==> config.mk <==
export PLATFORM = sky130hd
export DESIGN_NAME = ahac_ctrl
export DESIGN_NICKNAME = d
export VERILOG_FILES = /design/src/verilog/ahac_pkg.sv /design/src/verilog/ahac_fault_hist.sv /design/src/verilog/ahac_ctrl.sv
export SDC_FILE = /design/constraint.sdc
export NUM_CORES = 1
export LEC_CHECK = 0
export BUFFER_PORTS_ARGS = -buffer_cell sky130_fd_sc_hd__buf_4
export CORE_MARGIN = 5
export CORE_UTILIZATION = 45
export CTS_BUF_LIST = sky130_fd_sc_hd__clkbuf_16
export DETAILED_ROUTE_END_ITERATION = 16
export PLACE_DENSITY = 0.65
export SLEW_MARGIN = 20
export SYNTH_ARGS = -nofsm -noshare
export SYNTH_HDL_FRONTEND = slang
export SYNTH_SLANG_ARGS = --single-unit
export TNS_END_PERCENT = 10
==> constraint.sdc <==
create_clock -name pclk -period 5.88 [get_ports pclk]
set_input_delay 0.882 -clock pclk [delete_from_list [all_inputs] [get_ports pclk]]
set_output_delay 0.882 -clock pclk [all_outputs]
set_load 0.03 [all_outputs]
==> src/verilog/ahac_pkg.sv <==
// constants and types of the air handler alarm and accessory control
package ahac_pkg;

    // =========================================================
    // timing
    localparam longint CLK_HZ = 50_000_000;
    localparam longint CLOSE_TIME_S = 30;
    localparam longint CLOSE_CYCLES = CLOSE_TIME_S * CLK_HZ;

    // =========================================================
    // register offsets (byte addresses)
    localparam logic [7:0] OFS_CTRL = 8'h00;
    localparam logic [7:0] OFS_STATUS = 8'h04;
    localparam logic [7:0] OFS_HIST_IDX = 8'h08;
    localparam logic [7:0] OFS_HIST_DATA = 8'h0c;

    // =========================================================
    // control register fields and reset value
    localparam int CTRL_HUM_LSB = 0;
    localparam int CTRL_WITH_BLOWER = 2;
    localparam int CTRL_FAN_LSB = 3;
    localparam int CTRL_EMERG_EN = 5;
    localparam logic [5:0] CTRL_RESET = 6'h00;

    // =========================================================
    // status register fields
    localparam int STAT_ALARM = 0;
    localparam int STAT_EMERG = 1;
    localparam int STAT_CFG_ERR = 2;
    localparam int STAT_KIT_LSB = 3;
    localparam int STAT_RELAY = 6;
    localparam int STAT_BLOWER = 7;
    localparam int STAT_CODE_LSB = 8;

    // =========================================================
    // fault codes shown on the display
    localparam logic [7:0] FAULT_NONE = 8'h00;
    localparam logic [7:0] FAULT_AUX_ALARM = 8'h0a;
    localparam logic [7:0] FAULT_HEATER_CFG = 8'hed;

    // =========================================================
    // humidifier set-up modes
    typedef enum logic [1:0] {
        HUM_OFF = 2'h0,
        HUM_HEAT_ONLY = 2'h1,
        HUM_INDEPENDENT = 2'h2
    } ahac_hum_mode_t;

    // alarm supervision states
    typedef enum logic [2:0] {
        ST_NORMAL = 3'b001,
        ST_ALARM = 3'b010,
        ST_QUALIFY = 3'b100
    } ahac_alarm_state_t;

endpackage

==> src/verilog/ahac_fault_hist.sv <==
// small fault history memory, registered read port, never erased by clears
`timescale 1ns/100ps
module ahac_fault_hist #(
    parameter int DEPTH = 8,
    parameter int AW = 3
) (
    // clock and reset
    input wire logic pclk,
    input wire logic presetn,
    // write side
    input wire logic wr_en,
    input wire logic [7:0] wr_code,
    // read side
    input wire logic [AW-1:0] rd_idx,
    output logic [7:0] rd_code,
    output logic [AW:0] count
);

    typedef struct packed {
        logic [DEPTH-1:0][7:0] mem;
        logic [AW-1:0] wr_ptr;
        logic [AW:0] count;
        logic [7:0] rd_code;
    } ahac_hist_state_t;

    ahac_hist_state_t st_ff;
    ahac_hist_state_t nxt_st;

    generate
        if (DEPTH != (1 << AW)) begin : g_bad_depth
            $error("history depth must equal two to the power of AW");
        end
    endgenerate

    always_comb begin
        nxt_st = st_ff;
        // newest entry sits at the write pointer minus one; oldest overwritten
        if (wr_en) begin
            nxt_st.mem[st_ff.wr_ptr] = wr_code;
            nxt_st.wr_ptr = st_ff.wr_ptr + 1'b1;
            if (st_ff.count != DEPTH[AW:0]) begin
                nxt_st.count = st_ff.count + 1'b1;
            end
        end
        // index 0 reads the most recent fault
        nxt_st.rd_code = st_ff.mem[st_ff.wr_ptr - 1'b1 - rd_idx];
    end

    always_ff @(posedge pclk or negedge presetn) begin
        if (!presetn) begin
            st_ff <= '0;
        end else begin
            st_ff <= nxt_st;
        end
    end

    assign rd_code = st_ff.rd_code;
    assign count = st_ff.count;

endmodule

==> src/verilog/ahac_ctrl.sv <==
// air handler alarm supervision, heater kit selection and accessory relay
// What this block does
// - an open contact stops blower and outdoor unit and shows alarm code.
// - operation and display recover after 30 s of steady closed contact.
// - a cleared alarm stays recorded in the fault history.
// - on lost thermostat link, emergency mode takes the kit from switches.
// - switch patterns 1111 down to 1001 select the first to seventh kit.
// - all four switches off is the factory default and means no heater kit.
// - a bad pattern at communicating start-up latches the error until reset.
// - relay is open by default and follows humidification or the blower.
// - heat-only mode closes relay only while heat and humidify both call.
// - in humidifier off mode the relay never closes.
// - independent mode: relay follows humidify call, open while cooling.
// - independent mode: idle humidify call runs blower at set speed.
// - in with-blower mode relay is closed exactly while the blower runs.
`timescale 1ns/100ps
module ahac_ctrl #(
    parameter longint CLOSE_CYCLES = ahac_pkg::CLOSE_CYCLES,
    parameter int HIST_DEPTH = 8,
    parameter int HIST_AW = 3
) (
    // clock and reset
    input wire logic pclk,
    input wire logic presetn,
    // apb slave
    input wire logic psel,
    input wire logic penable,
    input wire logic pwrite,
    input wire logic [7:0] paddr,
    input wire logic [31:0] pwdata,
    output logic [31:0] prdata,
    output logic pready,
    output logic pslverr,
    // alarm contact, high while the loop has continuity
    input wire logic alarm_terminal_a,
    // configuration switches, high is on
    input wire logic heater_sel_sw_first,
    input wire logic heater_sel_sw_second,
    input wire logic heater_sel_sw_third,
    input wire logic heater_sel_sw_fourth,
    // thermostat side
    input wire logic comm_mode,
    input wire logic comm_lost,
    input wire logic heat_call,
    input wire logic cool_call,
    input wire logic fan_call,
    input wire logic humidify_call,
    input wire logic outdoor_call,
    input wire logic [1:0] tstat_fan_speed,
    input wire logic [2:0] tstat_heater_kit,
    // equipment outputs
    output logic blower_run,
    output logic [1:0] blower_speed,
    output logic outdoor_unit_run,
    output logic [2:0] heater_kit,
    output logic [7:0] fault_code,
    output logic accessory_contact_out
);

    // =========================================================
    // state
    localparam int CW = 31;
    localparam logic [CW-1:0] CLOSE_LAST = CW'(CLOSE_CYCLES - 1);

    typedef struct packed {
        ahac_pkg::ahac_alarm_state_t alarm_st;
        logic [CW-1:0] close_cnt;
        logic [5:0] ctrl;
        logic [HIST_AW-1:0] hist_idx;
        logic started;
        logic cfg_err;
        logic blower_run;
        logic [1:0] blower_speed;
        logic outdoor_run;
        logic [2:0] heater_kit;
        logic [7:0] fault_code;
        logic relay;
        logic [31:0] prdata;
        logic hist_wr;
        logic [7:0] hist_code;
    } ahac_state_t;

    ahac_state_t st_ff;
    ahac_state_t nxt_st;

    logic [7:0] hist_rd_code;
    logic [HIST_AW:0] hist_count;

    generate
        if (CLOSE_CYCLES < 1 || CLOSE_CYCLES >= (64'h1 << CW)) begin : g_bad
            $error("close qualification count out of range");
        end
    endgenerate

    // =========================================================
    // switch decode, {valid, kit}; kit 0 means none installed
    function automatic logic [3:0] ahac_decode_kit(input logic [3:0] sw);
        case (sw)
            4'b0000: ahac_decode_kit = 4'b1_000;
            4'b1111: ahac_decode_kit = 4'b1_001;
            4'b1110: ahac_decode_kit = 4'b1_010;
            4'b1101: ahac_decode_kit = 4'b1_011;
            4'b1100: ahac_decode_kit = 4'b1_100;
            4'b1011: ahac_decode_kit = 4'b1_101;
            4'b1010: ahac_decode_kit = 4'b1_110;
            4'b1001: ahac_decode_kit = 4'b1_111;
            default: ahac_decode_kit = 4'b0_000;
        endcase
    endfunction

    // =========================================================
    // next state
    always_comb begin
        logic [3:0] sw;
        logic [3:0] dec;
        logic alarm_on;
        logic emerg;
        logic ind_idle_hum;
        logic run;
        logic hum_rel;
        logic setup_ph;
        logic acc_ph;
        sw = '0;
        dec = '0;
        alarm_on = 1'b0;
        emerg = 1'b0;
        ind_idle_hum = 1'b0;
        run = 1'b0;
        hum_rel = 1'b0;
        setup_ph = 1'b0;
        acc_ph = 1'b0;
        nxt_st = st_ff;
        nxt_st.hist_wr = 1'b0;
        sw = {heater_sel_sw_first, heater_sel_sw_second,
              heater_sel_sw_third, heater_sel_sw_fourth};
        dec = ahac_decode_kit(sw);

        // alarm supervision; open contact is the alarm condition
        case (st_ff.alarm_st)
            ahac_pkg::ST_NORMAL: begin
                if (!alarm_terminal_a) begin
                    nxt_st.alarm_st = ahac_pkg::ST_ALARM;
                    nxt_st.hist_wr = 1'b1;
                    nxt_st.hist_code = ahac_pkg::FAULT_AUX_ALARM;
                end
            end
            ahac_pkg::ST_ALARM: begin
                nxt_st.close_cnt = '0;
                if (alarm_terminal_a) begin
                    nxt_st.alarm_st = ahac_pkg::ST_QUALIFY;
                end
            end
            ahac_pkg::ST_QUALIFY: begin
                if (!alarm_terminal_a) begin
                    // reopen restarts the full interval
                    nxt_st.alarm_st = ahac_pkg::ST_ALARM;
                    nxt_st.close_cnt = '0;
                end else if (st_ff.close_cnt == CLOSE_LAST) begin
                    nxt_st.alarm_st = ahac_pkg::ST_NORMAL;
                    nxt_st.close_cnt = '0;
                end else begin
                    nxt_st.close_cnt = st_ff.close_cnt + 1'b1;
                end
            end
            default: begin
                nxt_st.alarm_st = ahac_pkg::ST_ALARM;
                nxt_st.close_cnt = '0;
            end
        endcase
        // the closed wait still counts as alarm, so equipment stays off
        alarm_on = (st_ff.alarm_st != ahac_pkg::ST_NORMAL);

        // start-up check, caught once after reset release; only reset clears
        nxt_st.started = 1'b1;
        if (!st_ff.started && comm_mode && !dec[3]) begin
            nxt_st.cfg_err = 1'b1;
            // one history write per cycle; an alarm entry must not be lost
            if (!nxt_st.hist_wr) begin
                nxt_st.hist_wr = 1'b1;
                nxt_st.hist_code = ahac_pkg::FAULT_HEATER_CFG;
            end
        end

        // heater kit source
        emerg = comm_lost && st_ff.ctrl[ahac_pkg::CTRL_EMERG_EN];
        nxt_st.heater_kit = emerg ? dec[2:0] : tstat_heater_kit;

        // blower
        ind_idle_hum = (st_ff.ctrl[1:0] == ahac_pkg::HUM_INDEPENDENT)
            && humidify_call && !heat_call && !cool_call && !fan_call;
        run = heat_call || cool_call || fan_call || ind_idle_hum;
        nxt_st.blower_run = run && !alarm_on;
        if (ind_idle_hum) begin
            nxt_st.blower_speed =
                st_ff.ctrl[ahac_pkg::CTRL_FAN_LSB +: 2];
        end else begin
            nxt_st.blower_speed = tstat_fan_speed;
        end
        nxt_st.outdoor_run = outdoor_call && !alarm_on;

        // display; alarm outranks the configuration error
        if (alarm_on) begin
            nxt_st.fault_code = ahac_pkg::FAULT_AUX_ALARM;
        end else if (nxt_st.cfg_err) begin
            nxt_st.fault_code = ahac_pkg::FAULT_HEATER_CFG;
        end else begin
            nxt_st.fault_code = ahac_pkg::FAULT_NONE;
        end

        // accessory relay, a dry contact only
        case (st_ff.ctrl[1:0])
            ahac_pkg::HUM_HEAT_ONLY:
                hum_rel = heat_call && humidify_call;
            ahac_pkg::HUM_INDEPENDENT:
                hum_rel = humidify_call && !cool_call;
            default:
                hum_rel = 1'b0;
        endcase
        if (st_ff.ctrl[ahac_pkg::CTRL_WITH_BLOWER]) begin
            // follows the blower output as it changes, same edge
            nxt_st.relay = nxt_st.blower_run;
        end else begin
            nxt_st.relay = hum_rel;
        end

        // apb: data loaded in setup, taken in the access cycle
        setup_ph = psel && !penable;
        acc_ph = psel && penable;
        if (setup_ph) begin
            nxt_st.prdata = '0;
            case (paddr)
                ahac_pkg::OFS_CTRL:
                    nxt_st.prdata[5:0] = st_ff.ctrl;
                ahac_pkg::OFS_STATUS: begin
                    nxt_st.prdata[ahac_pkg::STAT_ALARM] = alarm_on;
                    nxt_st.prdata[ahac_pkg::STAT_EMERG] = emerg;
                    nxt_st.prdata[ahac_pkg::STAT_CFG_ERR] = st_ff.cfg_err;
                    nxt_st.prdata[ahac_pkg::STAT_KIT_LSB +: 3] =
                        st_ff.heater_kit;
                    nxt_st.prdata[ahac_pkg::STAT_RELAY] = st_ff.relay;
                    nxt_st.prdata[ahac_pkg::STAT_BLOWER] = st_ff.blower_run;
                    nxt_st.prdata[ahac_pkg::STAT_CODE_LSB +: 8] =
                        st_ff.fault_code;
                end
                ahac_pkg::OFS_HIST_IDX:
                    nxt_st.prdata[HIST_AW-1:0] = st_ff.hist_idx;
                ahac_pkg::OFS_HIST_DATA: begin
                    nxt_st.prdata[7:0] = hist_rd_code;
                    nxt_st.prdata[8 +: HIST_AW + 1] = hist_count;
                end
                default: nxt_st.prdata = '0;
            endcase
        end
        if (acc_ph && pwrite) begin
            case (paddr)
                ahac_pkg::OFS_CTRL:
                    nxt_st.ctrl = pwdata[5:0];
                ahac_pkg::OFS_HIST_IDX:
                    nxt_st.hist_idx = pwdata[HIST_AW-1:0];
                default: nxt_st.ctrl = st_ff.ctrl;
            endcase
        end
    end

    // =========================================================
    // registers
    always_ff @(posedge pclk or negedge presetn) begin
        if (!presetn) begin
            st_ff <= '0;
            st_ff.alarm_st <= ahac_pkg::ST_NORMAL;
            st_ff.ctrl <= ahac_pkg::CTRL_RESET;
        end else begin
            st_ff <= nxt_st;
        end
    end

    // =========================================================
    // fault history
    ahac_fault_hist #(
        .DEPTH(HIST_DEPTH),
        .AW(HIST_AW)
    ) u_hist (
        .pclk(pclk),
        .presetn(presetn),
        .wr_en(st_ff.hist_wr),
        .wr_code(st_ff.hist_code),
        .rd_idx(st_ff.hist_idx),
        .rd_code(hist_rd_code),
        .count(hist_count)
    );

    // =========================================================
    // outputs
    // zero-wait slave; unmapped offsets answer with an error
    assign pready = 1'b1;
    assign pslverr = psel && penable &&
        (paddr != ahac_pkg::OFS_CTRL) && (paddr != ahac_pkg::OFS_STATUS) &&
        (paddr != ahac_pkg::OFS_HIST_IDX) &&
        (paddr != ahac_pkg::OFS_HIST_DATA);
    assign prdata = st_ff.prdata;
    assign blower_run = st_ff.blower_run;
    assign blower_speed = st_ff.blower_speed;
    assign outdoor_unit_run = st_ff.outdoor_run;
    assign heater_kit = st_ff.heater_kit;
    assign fault_code = st_ff.fault_code;
    assign accessory_contact_out = st_ff.relay;

endmodule

==> metrics.md, run 1 <==
| Metric | Value |
|---|---|
| Hold Path Origin | `prdata[6]$_DFFE_PN0P_` |
| Hold buffers post-CTS | `0` |
| Slack of the worst reg-to-reg path | `3.19 ns` |
| Flops & latches, synth | `about 160` |
| Xor/xnor cell area share of the yosys netlist | `between 4 and 5%` |
| Final net count | `741` |
| Leakage | `roughly 0.0037 uW` |
| H-tree levels | `4` |
| Remaining antenna violation count after routing | `0` |
| Initial antenna violation count | `0` |
| Sink Count | `~160` |
| Hold Vio Cnt, Final | `0` |
| CTS tree | `yes` |
| Clock Tree Root | `clkbuf_16` |
| Synthesized-area fraction occupied by adder cells | `~1.4%` |
| Mux cell area share after synthesis | `between 15 and 20%` |
| Post-Synthesis Cells | `around 630` |
| Cell Chain, Critical Path | `ha_1 -> fa_1 -> xor2_1 -> xnor2_2 -> buf_4 -> mux4_2 -> nor2_1 -> a221oi_1` |
| FF-to-FF path depth | `8` |
| Total die area | `19200 sq um` |
| Via count | `approximately 4.8k` |
| Measured slew at the worst slew-check pin | `between 1 and 1.5 ns` |
| Ant. Diodes | `0` |
| Top-area cell type share of the netlist area | `about 52%` |
| Worst skew pair latency | `roughly 0.4 ns` |
| Predominant post-synthesis flop cell | `dfrtp_1` |
| Commonest cells after routing, fill and taps aside | `dfrtp_1 (156), mux2_2 (76), buf_4 (69)` |
| Max clock buf depth | `2` |
| Max-cap violation count | `0` |
| Pin count of the biggest net entering global routing | `97` |
| CTS buffer count | `17` |
| Cell Pwr Density | `about 400 nW/um^2` |
| Synth cell types | `51` |
| CP endpoint | `u_hist.rd_code[4]$_DFF_PN0_` |
| Placement Rows | `47` |
| Arr. time, crit path | `2.97 ns` |
| First-pass GRT wire length | `24500 um` |
| Layout area overhead | `13.9%` |
| GPL Wtd Cong | `0.797` |
| Critical Path Sink Type | `flop` |
| Commonest non-fill, non-tap cell in the layout | `dfrtp_1` |
| Post-placement cell area | `7890 sq um` |
| Post-DP HPWL | `about 10000 um` |
| Routed wire per std cell | `around 16 um` |
| Async S/R FF share, synth | `100%` |
| Routed wire length | `around 15000 um` |
| Synth Area in Compound Gates | `5.49%` |
| Via density | `5.26` |
| Final-report setup violation count | `0` |
| Layout cells sized above 1 | `28.5%` |
| IO buf count | `66` |
| CP max stage cell | `dfrtp_1` |
| Yosys warning count | `0` |
| Final min period | `~2.7 ns` |
| Top post-synthesis cells by area | `dfrtp_1 (52%), mux2_2 (11%), buf_4 (4.6%)` |
| Capture point of the worst reg-to-reg path | `u_hist.rd_code[4]$_DFF_PN0_` |
| Worst VDD drop | `~0.00026 V` |
| Fill cells | `around 1.4k` |
| Setup CP Type | `reg2reg` |
| Top achievable clock speed | `between 300 and 400 MHz` |
| Die height | `139 um` |
| Syn avg cell area | `approximately 12 sq um` |
| Sequential cell area fraction in the yosys report | `between 50% and 60%` |
| Drc violations | `0` |
| Simple-Gate Fraction of Synth Area | `roughly 13%` |
| Fin Clk Skew | `~0.009 ns` |
| Io pins | `~110` |
| CP startpoint | `u_hist.st_ff[12]$_DFFE_PN0P_` |
| RSZ-0062 raised after global routing | `no` |
| Worst slew margin | `30.5%` |
| Worst Setup Start Kind | `flop` |
| Crit path max fanout | `24` |
| Pre-Repair DR Iteration Count | `6` |
| Status | `complete, no violations` |
| Clk pin slew, worst setup/hold paths | `around 0.06 ns` |
| Mapped Area | `between 7000 and 8000 sq um` |
| Worst R2R Start | `u_hist.st_ff[12]$_DFFE_PN0P_` |
| Core area | `approximately 16000 sq um` |
| Final slew viol count | `0` |
| Total setup buffers inserted after CTS | `0` |
| Largest family of logic cells by synthesized area | `multiplexers` |
| Area leader, netlist | `dfrtp_1` |
| Vias in the first global route | `about 4.8k` |
| Critical Path Max Stage Delay | `approximately 0.48 ns` |
| CTS resizes | `0` |
| Hold Path Class | `reg2reg` |
| Final core utilization | `about half` |
| Total GRT Usage | `approximately 16%` |
| Setup TNS after final layout | `0 ns` |
| Starting Density | `45.4%` |
| Design area | `~8500 sq um` |
| Critical Path RT | `roughly 6.2 ns` |
| GRT overflow | `0` |
| Starting DRT DRC Count | `323` |
| EDFF count, synth | `0` |
| Die Wd | `between 100 and 150 um` |
| Final worst-path cycle share | `roughly 46%` |
| Hold Crit Depth | `2` |
==> routing by layer <==
metal	global-route usage (%)	share of wire, %
met3	4.52	5.3
met2	25.5	49
met1	20.7	45
met5	0	0
met4	5.05	1.3
==> layout make-up <==
type,instances,area [sq um],share of cell area [%]
clock inverter,15,170,2.00
clock buffer,17,425,5.01
inverter,13,48.8,0.575
multi-input combinational,412,3110,36.6
sequential,157,3930,46.3
tap,220,275,3.24
timing repair buffer,70,529,6.24
==> cells in the mapped netlist, drive strengths merged (4+ instances only) <==
cell and instances:
nor4 7, nor3b 6, mux2i 19, a22oi 7
o21a 6, ha 7, nand2 43, o21ai 28
nand3 18, mux2 76, inv 13, dfrtp 156
mux4 8, nor2b 5, clkbuf 12, a221oi 8
and3 9, and2 5, xnor2 9, buf 56
nand4 16, nor3 4, a21oi 8, nor2 48
nand2b 6, xor2 26
==> power by group <==
part           leakage (uW)  internal, uW  total (uW)  switching [uW]
Combinational       0.00145           445         869             424
Clock              0.000290           666        1100             432
Sequential          0.00198          1310        1460             148
Total               0.00372          2420        3430            1000
==> through the flow <==
step	instances	setup WS [ns]	hold slack, ns	power [uW]
6_report	904	3.19	0.481	3430
5_1_grt	904	3.04	0.503	3620
4_1_cts	904	3.17	0.483	3460
3_5_place_dp	872	3.20	0.469	2350
3_3_place_gp	872	3.23	0.461	2310
2_1_floorplan	650	3.47	0.445	2110
==> critical path: cells and delay by family, from the launching register on <==
kind / cells / cell delay [ns]
adder cells (fa/ha/maj): 2 / 0.62
flip-flops: 1 / 0.48
buffers and inverters: 1 / 0.40
XOR/XNOR: 2 / 0.37
AO/OA/AOI/OAI: 1 / 0.35
multiplexers: 1 / 0.29
AND/OR/NAND/NOR: 1 / 0.04
==> cells by family (layout without fill, tap and decap cells) <==
kind of cell / Yosys count / in the layout
AO/OA/AOI/OAI: 63 / 63
XOR/XNOR: 35 / 35
adder cells (fa/ha/maj): 8 / 8
buffers and inverters: 81 / 115
flip-flops: 157 / 157
multiplexers: 103 / 103
other: 2 / 20
AND/OR/NAND/NOR: 183 / 183
==> worst min path at each step <==
stage                                   end  slack [ns]
3_3_place_gp   u_hist.st_ff[64]$_DFFE_PN0P_        0.46
4_1_cts        u_hist.st_ff[40]$_DFFE_PN0P_        0.48
3_5_place_dp   u_hist.st_ff[40]$_DFFE_PN0P_        0.47
5_1_grt               prdata[1]$_DFFE_PN0P_        0.50
2_1_floorplan  u_hist.st_ff[56]$_DFFE_PN0P_        0.44
6_report              prdata[6]$_DFFE_PN0P_        0.48
==> registers in the layout (all words and copies together), names as in the netlist <==
| signal | cells |
|---|---|
| accessory_contact_out | 1 |
| blower_run | 1 |
| blower_speed | 2 |
| fault_code | 3 |
| heater_kit | 3 |
| outdoor_unit_run | 1 |
| prdata | 13 |
| st_ff | 54 |
| u_hist.count | 4 |
| u_hist.rd_code | 8 |
| u_hist.st_ff | 67 |
No activity file was read; power rests on OpenSTA's default activity.
==> run 2, diff against run 1 <==
--- a/config.mk
+++ b/config.mk
@@ -5,6 +5,7 @@
 export SDC_FILE = /design/constraint.sdc
 export NUM_CORES = 1
 export LEC_CHECK = 0
+export ABC_AREA = 1
 export BUFFER_PORTS_ARGS = -buffer_cell sky130_fd_sc_hd__buf_4
 export CORE_MARGIN = 5
 export CORE_UTILIZATION = 45
==> constraint.sdc (replaced) <==
create_clock -name pclk -period 2.6 [get_ports pclk]
set_input_delay 0.39 -clock pclk [delete_from_list [all_inputs] [get_ports pclk]]
set_output_delay 0.39 -clock pclk [all_outputs]
set_load 0.03 [all_outputs]
==> run 2 against run 1 <==
Clock skew barely moved; sequential power increased by 120%; worst hold slack lost 0.30 ns; synthesized area is 7.8% higher; synthesized cell count rose by 57%; combinational power increased by 94%; via count increased by 35%; clock-buffer cell count stayed put; die area up 7.2%; fmax increased by 27%; global-route usage rose by 2.9 points; highest routed layer unchanged.
==> metrics.md, run 2 <==
| Metric | Value |
|---|---|
| Pre-CTS setup slack | `between 0.4 and 0.5 ns` |
| Final min period | `2.11 ns` |
| Async S/R FF share, synth | `100%` |
| Simple-Gate Fraction of Synth Area | `23.7%` |
| Sequential cell area fraction in the yosys report | `between 40 and 50%` |
| Max-cap violation count | `0` |
| Synth cell types | `41` |
| EDFF count, synth | `0` |
| Non-Filler Instances | `between 1k and 1.5k` |
| Most instantiated library cell after synthesis | `nand2_1` |
| Total setup buffers inserted after CTS | `0` |
| Worst skew pair latency | `0.42 ns` |
| Mapped Area | `approximately 8000 sq um` |
| Die Wd | `approximately 140 um` |
| IO buf count | `66` |
| Cell Pwr Density | `825 nW/um^2` |
| Largest family of logic cells by synthesized area | `simple AND/OR/NAND/NOR gates` |
| Placement Rows | `48` |
| Worst R2R Start | `st_ff[99]$_DFFE_PN1P_` |
| Top reg by flops | `u_hist.st_ff` |
| Setup CP Type | `reg2reg` |
| Pin count of the biggest net entering global routing | `56` |
| Cell Chain, Critical Path | `nand3_2 -> inv_1 -> nor2_1 -> nand2_1 -> xor2_1 -> nor2_2` |
| Crit path max fanout | `24` |
| Fill cells | `1639` |
| Setup ws final | `just under 0.5 ns` |
| Routed wire per std cell | `between 10 and 15 um` |
| Largest register FFs | `67` |
| Mux cell area share after synthesis | `~2.0%` |
| Commonest cells after routing, fill and taps aside | `nand2_1 (232), dfrtp_1 (156), o21ai_0 (113)` |
| Arr. time, crit path | `approximately 2.4 ns` |
| Via count | `between 6k and 7k` |
| Hold buffers post-CTS | `1` |
| Starting DRT DRC Count | `424` |
| CP max stage cell | `dfstp_2` |
| Fin Clk Skew | `~0.009 ns` |
| FF-to-FF path depth | `6` |
| Switching share of total power | `30.9%` |
| Post-Synthesis Cells | `approximately 990` |
| Layout cells sized above 1 | `between 10 and 15%` |
| Design area | `between 9000 and 10000 sq um` |
| GPL Wtd Cong | `around 0.88` |
| Post-DP HPWL | `~13000 um` |
| Xor/xnor cell area share of the yosys netlist | `approximately 2.4%` |
| Yosys warning count | `0` |
| Worst Setup Start Kind | `flop` |
| Hold Path Origin | `outdoor_call` |
| Final slew viol count | `0` |
| Die height | `approximately 140 um` |
| Total GRT Usage | `18.6%` |
| Pre-Repair DR Iteration Count | `5` |
| Commonest cells in the netlist | `nand2_1 (232), dfrtp_1 (156), o21ai_0 (113)` |
| Slack of the worst reg-to-reg path | `approximately 0.49 ns` |
| Predominant post-synthesis flop cell | `dfrtp_1` |
| Switching Power | `2330 uW` |
| Final core utilization | `52.5%` |
| Flop pwr share | `43.1%` |
| Comb power frac | `roughly 22%` |
| Worst slew margin | `58.0%` |
| GRT overflow | `0` |
| Critical Path RT | `approximately 2.9 ns` |
| Measured slew at the worst slew-check pin | `about 0.63 ns` |
| Worst VDD drop | `roughly 0.00052 V` |
| Initial antenna violation count | `0` |
| First-pass GRT wire length | `just over 30000 um` |
| Flops & latches, synth | `around 160` |
| Capture point of the worst reg-to-reg path | `st_ff[79]$_DFFE_PN0P_` |
| Vias in the first global route | `~6k` |
| Io pins | `112` |
| Synthesized-area fraction occupied by adder cells | `~1.3%` |
| Clock Tree Root | `clkbuf_16` |
| CTS tree | `yes` |
| Top post-synthesis cells by area | `dfrtp_1 (49%), nand2_1 (11%), o21ai_0 (7.0%)` |
| Max clock buf depth | `2` |
| Clock share of power | `34.5%` |
| Remaining antenna violation count after routing | `0` |
| Final-report setup violation count | `0` |
| Via density | `between 5 and 6` |
| Top-area cell type share of the netlist area | `between 40% and 50%` |
| Status | `complete, no violations` |
| Leakage | `approximately 0.0044 uW` |
| Top achievable clock speed | `approximately 470 MHz` |
| Final net count | `1104` |
| Hold Vio Cnt, Final | `0` |
| Synth Area in Compound Gates | `between 10% and 20%` |
| Sink Count | `around 160` |
| Area leader, netlist | `dfrtp_1` |
| Syn avg cell area | `~8 sq um` |
| Internal cell power | `roughly 5200 uW` |
| Post-placement cell area | `approximately 8500 sq um` |
| Starting Density | `46.1%` |
| Hold Crit Depth | `3` |
| Critical Path Max Stage Delay | `around 0.55 ns` |
| Area of the multi-input gates | `3240 sq um` |
| Routed wire length | `about 19000 um` |
| Drc violations | `0` |
| CTS buffer count | `17` |
| Hold endpoint | `outdoor_unit_run$_DFF_PN0_` |
| CTS resizes | `0` |
| Total die area | `20600 sq um` |
| H-tree levels | `4` |
| Critical Path Sink Type | `flop` |
| Core area | `17400 sq um` |
| Setup TNS after final layout | `0 ns` |
| Clk pin slew, worst setup/hold paths | `roughly 0.06 ns` |
| Ant. Diodes | `0` |
| Layout area overhead | `13.9%` |
| Commonest non-fill, non-tap cell in the layout | `nand2_1` |
| Storage cell area | `~3900 sq um` |
| RSZ-0062 raised after global routing | `no` |
| Placed cells | `1239` |
| Final worst-path cycle share | `81.3%` |
| Hold Path Class | `in2reg` |
run 2: final cells by class:
| class | count | share of cell area, % |
|---|---|---|
| multi-input combinational | 661 | 35.4 |
| tap | 225 | 3.08 |
| inverter | 116 | 4.81 |
| clock inverter | 15 | 2.13 |
| sequential | 157 | 43.0 |
| clock buffer | 17 | 4.65 |
| timing repair buffer | 81 | 6.99 |
run 2: cell families after synthesis:
group,after synthesis
other,2
and+or+nand+nor,441
adders and majority gates,8
buffers and inverters,191
AOI/OAI and AO/OA,156
muxes,16
DFF,157
xor gates and xnor gates,20
run 2: critical path, delay by kind of cell, from the launching register on:
kind / cells / cell delay [ns]
and+or+nand+nor: 4 / 0.80
DFF: 1 / 0.55
buffers and inverters: 1 / 0.47
xor gates and xnor gates: 1 / 0.18
run 2: worst max path at each step:
| stage | startpoint | endpoint | slack (ns) | cells after the start |
|---|---|---|---|---|
| 4_1_cts | st_ff[99]$_DFFE_PN1P_ | st_ff[79]$_DFFE_PN0P_ | 0.48 | 6 |
| 2_1_floorplan | u_hist.st_ff[12]$_DFFE_PN0P_ | u_hist.rd_code[6]$_DFF_PN0_ | 0.59 | 8 |
| 5_1_grt | st_ff[99]$_DFFE_PN1P_ | st_ff[79]$_DFFE_PN0P_ | 0.32 | 6 |
| 3_5_place_dp | st_ff[99]$_DFFE_PN1P_ | st_ff[79]$_DFFE_PN0P_ | 0.49 | 6 |
| 6_report | st_ff[99]$_DFFE_PN1P_ | st_ff[79]$_DFFE_PN0P_ | 0.49 | 6 |
| 3_3_place_gp | st_ff[99]$_DFFE_PN1P_ | st_ff[79]$_DFFE_PN0P_ | 0.53 | 6 |
run 2: stage by stage:
stage | total power [uW] | hold slack, ns
floorplan | 4480 | 0.0944
global route | 8030 | 0.172
detailed placement | 4980 | 0.391
CTS | 7610 | 0.162
global placement | 4920 | 0.388
finish | 7550 | 0.179
run 2: metal layers:
layer | track usage (%) | vias up | share of wire (%)
met2 | 28.1 | 210 | 43
met3 | 3.86 | 23 | 7.2
li1 | - | 3190 | -
met1 | 27.0 | 2982 | 48
met4 | 6.44 | 0 | 1.8
met5 | 0 | - | 0
run 2: power groups by stage:
stage                     combinational [uW]  sequential, uW  clock (uW)
final                                   1690            3250        2600
after global routing                    1940            3320        2770
after CTS                               1700            3250        2650
after detailed placement                1690            3290           0
after global placement                  1650            3270           0
after floorplan                         1280            3200           0
